--- config.mk ---
export PLATFORM = sky130hd
export DESIGN_NAME = program_flow_address_unit
export DESIGN_NICKNAME = d
export VERILOG_FILES = /design/src/verilog/flow_pkg.sv /design/src/verilog/addr_adder.sv /design/src/verilog/program_flow_address_unit.sv
export SDC_FILE = /design/constraint.sdc
export NUM_CORES = 1
export LEC_CHECK = 0
export ABC_AREA = 0
export BUFFER_PORTS_ARGS = -buffer_cell sky130_fd_sc_hd__buf_2
export CAP_MARGIN = 10
export CORE_MARGIN = 2
export CORE_UTILIZATION = 45
export CTS_BUF_LIST = sky130_fd_sc_hd__clkbuf_16
export CTS_CLUSTER_SIZE = 8
export DETAILED_ROUTE_END_ITERATION = 8
export HOLD_SLACK_MARGIN = 0.1
export PLACE_DENSITY = 0.68
export SYNTH_ARGS = -nofsm -noshare
export SYNTH_HDL_FRONTEND = slang
export SYNTH_HIERARCHICAL = 1
export SYNTH_SLANG_ARGS = --single-unit
export TNS_END_PERCENT = 5
--- constraint.sdc ---
create_clock -name sys_clk_in -period 4.8 [get_ports sys_clk_in]
set_clock_uncertainty 0.1 [all_clocks]
set_input_delay 0.72 -clock sys_clk_in [delete_from_list [all_inputs] [get_ports sys_clk_in]]
set_output_delay 0.72 -clock sys_clk_in [all_outputs]
set_load 0.01 [all_outputs]
--- src/verilog/flow_pkg.sv ---
// flow_pkg: shared constants and carriers for the program-flow address unit.
// assumes a single core clock; no software-visible registers.
package flow_pkg;
  // ==========================================================
  // widths
  localparam int ADDR_W = 16;
  localparam int BYTE_W = 8;
  localparam int PAGE_BITS = 11;
  localparam int SP_W = 8;
  // ==========================================================
  // reset values
  localparam logic [15:0] PC_RESET = 16'h0000;
  localparam logic [7:0] SP_RESET = 8'h07;
  // ==========================================================
  // operations presented by the sequencer
  typedef enum logic [3:0] {
    OP_NONE,
    OP_FETCH,
    OP_INDIRECT_JUMP,
    OP_CODE_TABLE_READ,
    OP_IN_PAGE_CALL,
    OP_LONG_CALL,
    OP_RETURN,
    OP_IN_PAGE_JUMP,
    OP_XDATA_READ_8,
    OP_XDATA_READ_16
  } op_type;

  typedef struct packed {
    op_type op;
    logic [7:0] acc;
    logic [15:0] data_pointer;
    logic [15:0] target;  // long call target, or 11-bit field in low bits
    logic [7:0] ptr8;
    logic [1:0] len;      // instruction length in bytes
  } req_type;

  typedef struct packed {
    logic valid;
    logic [15:0] addr;
  } mem_req_type;
endpackage

--- src/verilog/addr_adder.sv ---
// addr_adder: unsigned 8-bit plus 16-bit address sum.
// assumes combinational use inside the flow unit.
`timescale 1ns/10ps
module addr_adder (
  input wire logic [7:0] acc_in,           // accumulator, unsigned
  input wire logic [15:0] data_pointer_in, // base pointer
  output logic [15:0] sum_out              // full 16-bit sum
);
  import flow_pkg::*;
  // carry out of the low byte ripples upward; see RULE3
  assign sum_out = data_pointer_in + {8'h00, acc_in};
endmodule

--- src/verilog/program_flow_address_unit.sv ---
// program_flow_address_unit: pc, stack and data address sequencing of the core.
// assumes one request at a time while busy_out is low; stack ram and memories are
// synchronous, read data valid the cycle after the request.
// Contract
// RULE1: indirect jump and table read form accumulator plus data pointer, unsigned.
// RULE2: indirect jump loads the sum into pc; fetches follow from it.
// RULE3: the sum is a full 16-bit add with carry into the high byte.
// RULE4: accumulator and data pointer are left unchanged by the indirect jump.
// RULE5: table read reaches all 64K code bytes, result to accumulator.
// RULE6: both calls push the address of the byte after the call.
// RULE7: return address pushed low byte first; return pops two bytes, restores sp.
// RULE8: in-page jump is two bytes and reaches only the same 2K page.
// RULE9: external read via 8-bit pointer drives only an 8-bit address.
// RULE10: external read via data pointer drives the full 16-bit address.
// RULE11: stack grows upward; pre-increment on push, post-decrement on pop.
// RULE12: in-page jump replaces low 11 bits of incremented pc, keeps upper 5.
`timescale 1ns/10ps
module program_flow_address_unit (
  input wire logic sys_clk_in,                  // core clock 125 MHz
  input wire logic sys_rst_in,                  // async reset, active high
  input wire flow_pkg::req_type req_in,         // operation request
  input wire logic [7:0] stack_rdata_in,        // stack ram read data
  input wire logic [7:0] code_rdata_in,         // program memory read data
  output flow_pkg::mem_req_type code_req_out,   // program memory address
  output flow_pkg::mem_req_type xdata_req_out,  // external data address
  output logic stack_we_out,                    // stack ram write
  output logic stack_re_out,                    // stack ram read
  output logic [7:0] stack_addr_out,            // stack ram address
  output logic [7:0] stack_wdata_out,           // stack ram write data
  output logic [15:0] pc_out,                   // program counter
  output logic [7:0] stack_pointer_out,         // stack pointer
  output logic [7:0] acc_out,                   // accumulator result
  output logic acc_valid_out,                   // acc_out updated, pulse
  output logic busy_out                         // multi-cycle op in progress
);
  import flow_pkg::*;

  // ==========================================================
  // state
  // nine states, so the code needs four bits
  typedef enum logic [3:0] {
    ST_IDLE, ST_PUSH_LO, ST_PUSH_HI,
    ST_POP_HI, ST_POP_LO, ST_POP_DONE, ST_POP_LOAD,
    ST_TABLE, ST_TABLE_DATA
  } state_type;

  state_type state_r;
  logic [15:0] pc_r;
  logic [7:0] sp_r;
  logic [15:0] ret_addr_r;
  logic [15:0] call_target_r;
  logic [7:0] pop_hi_r;
  logic [15:0] sum;
  logic [15:0] next_pc;
  logic [15:0] page_target;

  addr_adder u_adder (
    .acc_in(req_in.acc),                  // see RULE1
    .data_pointer_in(req_in.data_pointer),
    .sum_out(sum)
  );

  assign next_pc = pc_r + {14'h0000, req_in.len};
  // upper 5 bits come from the incremented pc; see RULE12
  assign page_target = {next_pc[ADDR_W-1:PAGE_BITS], req_in.target[PAGE_BITS-1:0]};

  wire idle_go = (state_r == ST_IDLE);

  // ==========================================================
  // sequencer
  always_ff @(posedge sys_clk_in or posedge sys_rst_in) begin
    if (sys_rst_in) begin
      state_r <= ST_IDLE;
    end else begin
      case (state_r)
        ST_IDLE: begin
          case (req_in.op)
            OP_IN_PAGE_CALL, OP_LONG_CALL: state_r <= ST_PUSH_LO;
            OP_RETURN: state_r <= ST_POP_HI;
            OP_CODE_TABLE_READ: state_r <= ST_TABLE;
            default: state_r <= ST_IDLE;
          endcase
        end
        ST_PUSH_LO: state_r <= ST_PUSH_HI;
        ST_PUSH_HI: state_r <= ST_IDLE;
        ST_POP_HI: state_r <= ST_POP_LO;
        ST_POP_LO: state_r <= ST_POP_DONE;
        // memory answers a cycle after the port pulse, so reads need a wait state
        ST_POP_DONE: state_r <= ST_POP_LOAD;
        ST_POP_LOAD: state_r <= ST_IDLE;
        ST_TABLE: state_r <= ST_TABLE_DATA;
        ST_TABLE_DATA: state_r <= ST_IDLE;
        default: state_r <= ST_IDLE;
      endcase
    end
  end

  // ==========================================================
  // program counter
  always_ff @(posedge sys_clk_in or posedge sys_rst_in) begin
    if (sys_rst_in) begin
      pc_r <= PC_RESET;
    end else if (idle_go) begin
      case (req_in.op)
        OP_INDIRECT_JUMP: pc_r <= sum;             // see RULE2
        OP_IN_PAGE_JUMP: pc_r <= page_target;      // see RULE8
        OP_FETCH, OP_CODE_TABLE_READ, OP_XDATA_READ_8, OP_XDATA_READ_16: pc_r <= next_pc;
        default: pc_r <= pc_r;
      endcase
    end else if (state_r == ST_PUSH_HI) begin
      pc_r <= call_target_r;                       // transfer together with the second push
    end else if (state_r == ST_POP_LOAD) begin
      // low byte is on the read port now, high byte was held a cycle earlier
      pc_r <= {pop_hi_r, stack_rdata_in};          // see RULE7
    end
  end

  // ==========================================================
  // call bookkeeping
  always_ff @(posedge sys_clk_in or posedge sys_rst_in) begin
    if (sys_rst_in) begin
      ret_addr_r <= 16'h0000;
      call_target_r <= 16'h0000;
    end else if (idle_go && (req_in.op == OP_IN_PAGE_CALL || req_in.op == OP_LONG_CALL)) begin
      ret_addr_r <= next_pc;                       // see RULE6
      call_target_r <= (req_in.op == OP_IN_PAGE_CALL) ? page_target : req_in.target;
    end
  end

  // ==========================================================
  // stack pointer and stack ram port
  always_ff @(posedge sys_clk_in or posedge sys_rst_in) begin
    if (sys_rst_in) begin
      sp_r <= SP_RESET;
      stack_we_out <= 1'b0;
      stack_re_out <= 1'b0;
      stack_addr_out <= 8'h00;
      stack_wdata_out <= 8'h00;
      pop_hi_r <= 8'h00;
    end else begin
      stack_we_out <= 1'b0;
      stack_re_out <= 1'b0;
      case (state_r)
        ST_PUSH_LO, ST_PUSH_HI: begin
          // pre-increment then write, low byte first; see RULE11
          sp_r <= sp_r + 8'h01;
          stack_we_out <= 1'b1;
          stack_addr_out <= sp_r + 8'h01;
          stack_wdata_out <= (state_r == ST_PUSH_LO) ? ret_addr_r[7:0] : ret_addr_r[15:8];
        end
        ST_POP_HI, ST_POP_LO: begin
          // read at sp then decrement; see RULE11
          sp_r <= sp_r - 8'h01;
          stack_re_out <= 1'b1;
          stack_addr_out <= sp_r;
        end
        ST_POP_DONE: begin
          // first read, at the old top, carries the high byte; see RULE7
          pop_hi_r <= stack_rdata_in;
        end
        default: begin
        end
      endcase
    end
  end

  // ==========================================================
  // memory address outputs
  always_ff @(posedge sys_clk_in or posedge sys_rst_in) begin
    if (sys_rst_in) begin
      code_req_out <= '0;
      xdata_req_out <= '0;
    end else begin
      code_req_out.valid <= 1'b0;
      xdata_req_out.valid <= 1'b0;
      if (idle_go) begin
        case (req_in.op)
          OP_FETCH: begin
            code_req_out.valid <= 1'b1;
            code_req_out.addr <= pc_r;
          end
          OP_CODE_TABLE_READ: begin
            code_req_out.valid <= 1'b1;
            code_req_out.addr <= sum;              // see RULE5
          end
          OP_XDATA_READ_8: begin
            xdata_req_out.valid <= 1'b1;
            xdata_req_out.addr <= {8'h00, req_in.ptr8};  // see RULE9
          end
          OP_XDATA_READ_16: begin
            xdata_req_out.valid <= 1'b1;
            xdata_req_out.addr <= req_in.data_pointer;   // see RULE10
          end
          default: begin
          end
        endcase
      end
    end
  end

  // ==========================================================
  // accumulator result; indirect jump never writes it (see RULE4)
  always_ff @(posedge sys_clk_in or posedge sys_rst_in) begin
    if (sys_rst_in) begin
      acc_out <= 8'h00;
      acc_valid_out <= 1'b0;
    end else begin
      // byte answers the address of the previous cycle; see RULE5
      acc_valid_out <= (state_r == ST_TABLE_DATA);
      if (state_r == ST_TABLE_DATA) begin
        acc_out <= code_rdata_in;                  // see RULE5
      end
    end
  end

  // ==========================================================
  // busy flag
  // low again in the cycle in which the sequencer is back in idle
  always_ff @(posedge sys_clk_in or posedge sys_rst_in) begin
    if (sys_rst_in) begin
      busy_out <= 1'b0;
    end else begin
      busy_out <= !(state_r == ST_IDLE && req_in.op != OP_IN_PAGE_CALL &&
                    req_in.op != OP_LONG_CALL && req_in.op != OP_RETURN &&
                    req_in.op != OP_CODE_TABLE_READ) && state_r != ST_PUSH_HI &&
                  state_r != ST_POP_LOAD && state_r != ST_TABLE_DATA;
    end
  end

  assign pc_out = pc_r;
  assign stack_pointer_out = sp_r;
endmodule
==> flow_summary.json <==
{
  "clkLatencyLatePin_ns": 0.42,
  "grt_max_degree": 89,
  "diodes": 0,
  "setup_viol": 0,
  "cts_sinks": 130,
  "fin_nets": 983,
  "ys_seq_area_share_pct": 45.79,
  "power_density_mw_per_mm2": 692.4,
  "rsz0062_at_grt": "no",
  "die_w_um": 129.7,
  "startpoint_type": "register",
  "crit_required_ns": 5.01,
  "grtUsageTotal_pct": 26.05,
  "multi_input_area_mm2": 0.003551,
  "rows": 45,
  "fin_setup_tns_ns": 0,
  "die_area_mm2": 0.01683,
  "worst_slew_pin_slew_ns": 1.119,
  "cts_resized": 0,
  "fill_cells": 1423,
  "antenna_found_initial": 0,
  "hold_buffers": 0,
  "use_met1_pct": 34.37,
  "fin_cells": 1119,
  "finalCritPeriodShare_pct": 60.94,
  "end_kind": "register",
  "place_congestion": 0.8850,
  "grt_util_met2_pct": 40.99,
  "power_leakage_uw": 0.004091,
  "crit_arrival_ns": 3.13,
  "cts_buffers": 17,
  "maxCapViolCount": 0,
  "synthesis.nets": 848,
  "synth_edf_count": 0,
  "syn_inst": 760,
  "ios": 158,
  "finalCriticalPeriod_ns": 2.925,
  "die_h_um": 129.7,
  "placed_cell_area_mm2": 0.008053,
  "max_slew_margin_pct": 25.04,
  "drive_gt1_share_pct": 26.76,
  "hold_class": "primary input to async pin",
  "dpl.hpwl_um": 14730,
  "seqCellArea_mm2": 0.003257,
  "drv_slew": 0,
  "detail-route-antenna-nets": 0,
  "design_area_mm2": 0.008691,
  "grt_remaining_overflow": 0,
  "place_ws_ns": 1.567,
  "ys_seq_elements": 130,
  "syn2layout_area_growth_pct": 22.18,
  "core_area_mm2": 0.01531,
  "hold-worst-slack_ns": 0.2531,
  "placed_cells": 1087,
  "hold_viol_final": 0,
  "grt_pass1_wl_um": 33790,
  "gr-usage-met3_pct": 6.232,
  "max_freq_mhz": 341.9,
  "drt_iter0_drc": 611,
  "outcome": "completed",
  "avgRoutedWirePerCell_um": 18.31,
  "synth.avg_cell_area_um2": 9.359,
  "portBuffers": 157,
  "post_cts.repair.setup_buffers": 0,
  "async_flop_share_pct": 100.0,
  "irDropWorstVdd_uv": 415.6,
  "r2r_slack_ns": 1.87,
  "drt_pre_antenna_iters": 5,
  "reg2reg_depth": 4,
  "reg2reg_from": "state_r[1]",
  "cts.clk_slew.worst_paths_ns": 0.06,
  "layout_commonest_cell": "buf_2",
  "routed_via_density": 5.742,
  "yosys_warnings": 6,
  "crit_type": "register to register",
  "yosysUniqueCellTypes": 74,
  "root_buffer": "clkbuf_16",
  "timing.rr.end": "ret_addr_r[6]",
  "routed_wl_um": 20490,
  "vias": 6425,
  "cp_max_fo": 19,
  "drc": 0,
  "initial_core_util_pct": 46.45,
  "htreeDepth": 4,
  "cts_tree": "yes",
  "busiest_layer": "met2",
  "mostFrequentLayoutCells": "157 x buf_2, 127 x dfrtp_1, 114 x nand2_1",
  "grt_pass1_vias": 6422,
  "fin_ws_ns": 1.875,
  "netlist_area_mm2": 0.007113,
  "ys.flop_type": "dfrtp_1",
  "cts_buffer_depth": 2
}
[worst max-delay path, stage by stage, from the launching register on]
cell	delay [ns]
dfrtp_1	0.59
or4_4	0.78
nor4b_4	0.69
buf_4	0.29
mux2_2	0.34
[cell families (layout without fill, tap and decap cells)]
| group | count (synthesis) | count (layout) | synth area share [%] |
|---|---|---|---|
| buffers and inverters | 77 | 225 | 4.591 |
| adders and majority gates | 16 | 16 | 3.026 |
| and+or+nand+nor | 241 | 241 | 15.92 |
| xor gates and xnor gates | 34 | 34 | 4.187 |
| AOI/OAI and AO/OA | 222 | 222 | 20.55 |
| muxes | 40 | 40 | 5.945 |
| DFF | 130 | 130 | 45.79 |
[final cells by class]
type / instances / share of cell area, %
inverter: 24 / 1.065
sequential: 130 / 37.47
clock inverter: 15 / 2.447
clock buffer: 17 / 4.895
timing repair buffer: 169 / 10.22
tap: 211 / 3.038
multi-input combinational: 553 / 40.86
[power breakdown]
part / total (uW) / switching, uW / internal [uW]
registers: 2100 / 481 / 1620
clock network: 1420 / 502 / 916
logic: 2500 / 1450 / 1040
total: 6020 / 2440 / 3580
[Yosys cell counts, drive strengths merged, types with 3 or more instances]
| cell type | count | area, um2 |
|---|---|---|
| nor2 | 48 | 180.2 |
| a221oi | 7 | 61.31 |
| nand3 | 16 | 80.08 |
| nor2b | 3 | 18.77 |
| a21oi | 53 | 280.3 |
| mux2 | 18 | 202.7 |
| o22ai | 18 | 112.6 |
| o22a | 5 | 43.79 |
| a211oi | 7 | 52.55 |
| o211ai | 5 | 37.54 |
| nand3b | 5 | 37.54 |
| xor2 | 14 | 122.6 |
| a21o | 3 | 23.77 |
| mux2i | 22 | 220.2 |
| inv | 22 | 82.58 |
| o21ai | 56 | 284.0 |
| nand2 | 114 | 427.9 |
| xnor2 | 20 | 175.2 |
| a32o | 4 | 40.04 |
| a211o | 4 | 35.03 |
| nor3 | 12 | 65.06 |
| or3 | 4 | 25.02 |
| nand2b | 6 | 37.54 |
| a22oi | 11 | 82.58 |
| dfstp | 3 | 78.83 |
| a2bb2oi | 3 | 26.28 |
| o2111ai | 3 | 26.28 |
| nor4 | 6 | 43.79 |
| a41oi | 3 | 26.28 |
| o31ai | 8 | 60.06 |
| a31o | 4 | 35.03 |
| ha | 14 | 175.2 |
| buf | 17 | 100.1 |
| clkbuf | 36 | 136.4 |
| a31oi | 8 | 56.30 |
| nand4 | 4 | 25.02 |
| and3 | 11 | 70.07 |
| dfrtp | 127 | 3178 |
| a22o | 4 | 35.03 |
[routing by layer]
| metal | up-vias | wire length, um |
|---|---|---|
| met5 | - | 0 |
| met4 | 0 | 637 |
| met3 | 52 | 1521 |
| met2 | 275 | 9399 |
| met1 | 3087 | 8928 |
| li1 | 3011 | - |
[per-stage QoR]
stage / total power [uW] / util [%]
after floorplan: 3711 / -
after global placement: 4544 / 52.58
after detailed placement: 4594 / 52.58
after CTS: 6034 / 56.75
after global routing: 6480 / 56.75
final: 6017 / 56.75
[how the worst max path moves through the flow]
stage	start	slack [ns]	cells past startpoint	endpoint
2_1_floorplan	sys_rst_in	0.52	1	acc_out[0]
3_3_place_gp	req_in[42]	1.57	11	pc_out[8]
3_5_place_dp	req_in[42]	1.57	11	pc_out[8]
4_1_cts	state_r[1]	1.83	4	ret_addr_r[6]
5_1_grt	state_r[1]	1.70	7	stack_pointer_out[7]
6_report	state_r[1]	1.87	4	ret_addr_r[6]
[flip-flops by register name (all words and copies together) (netlist names), 4 cells and up]
name               count
acc_out                8
stack_addr_out         8
stack_wdata_out        8
state_r                4
call_target_r         16
code_req_out          17
pop_hi_r               8
ret_addr_r            16
pc_out                16
xdata_req_out         17
stack_pointer_out      8
Power figures use the tool's default switching activity.
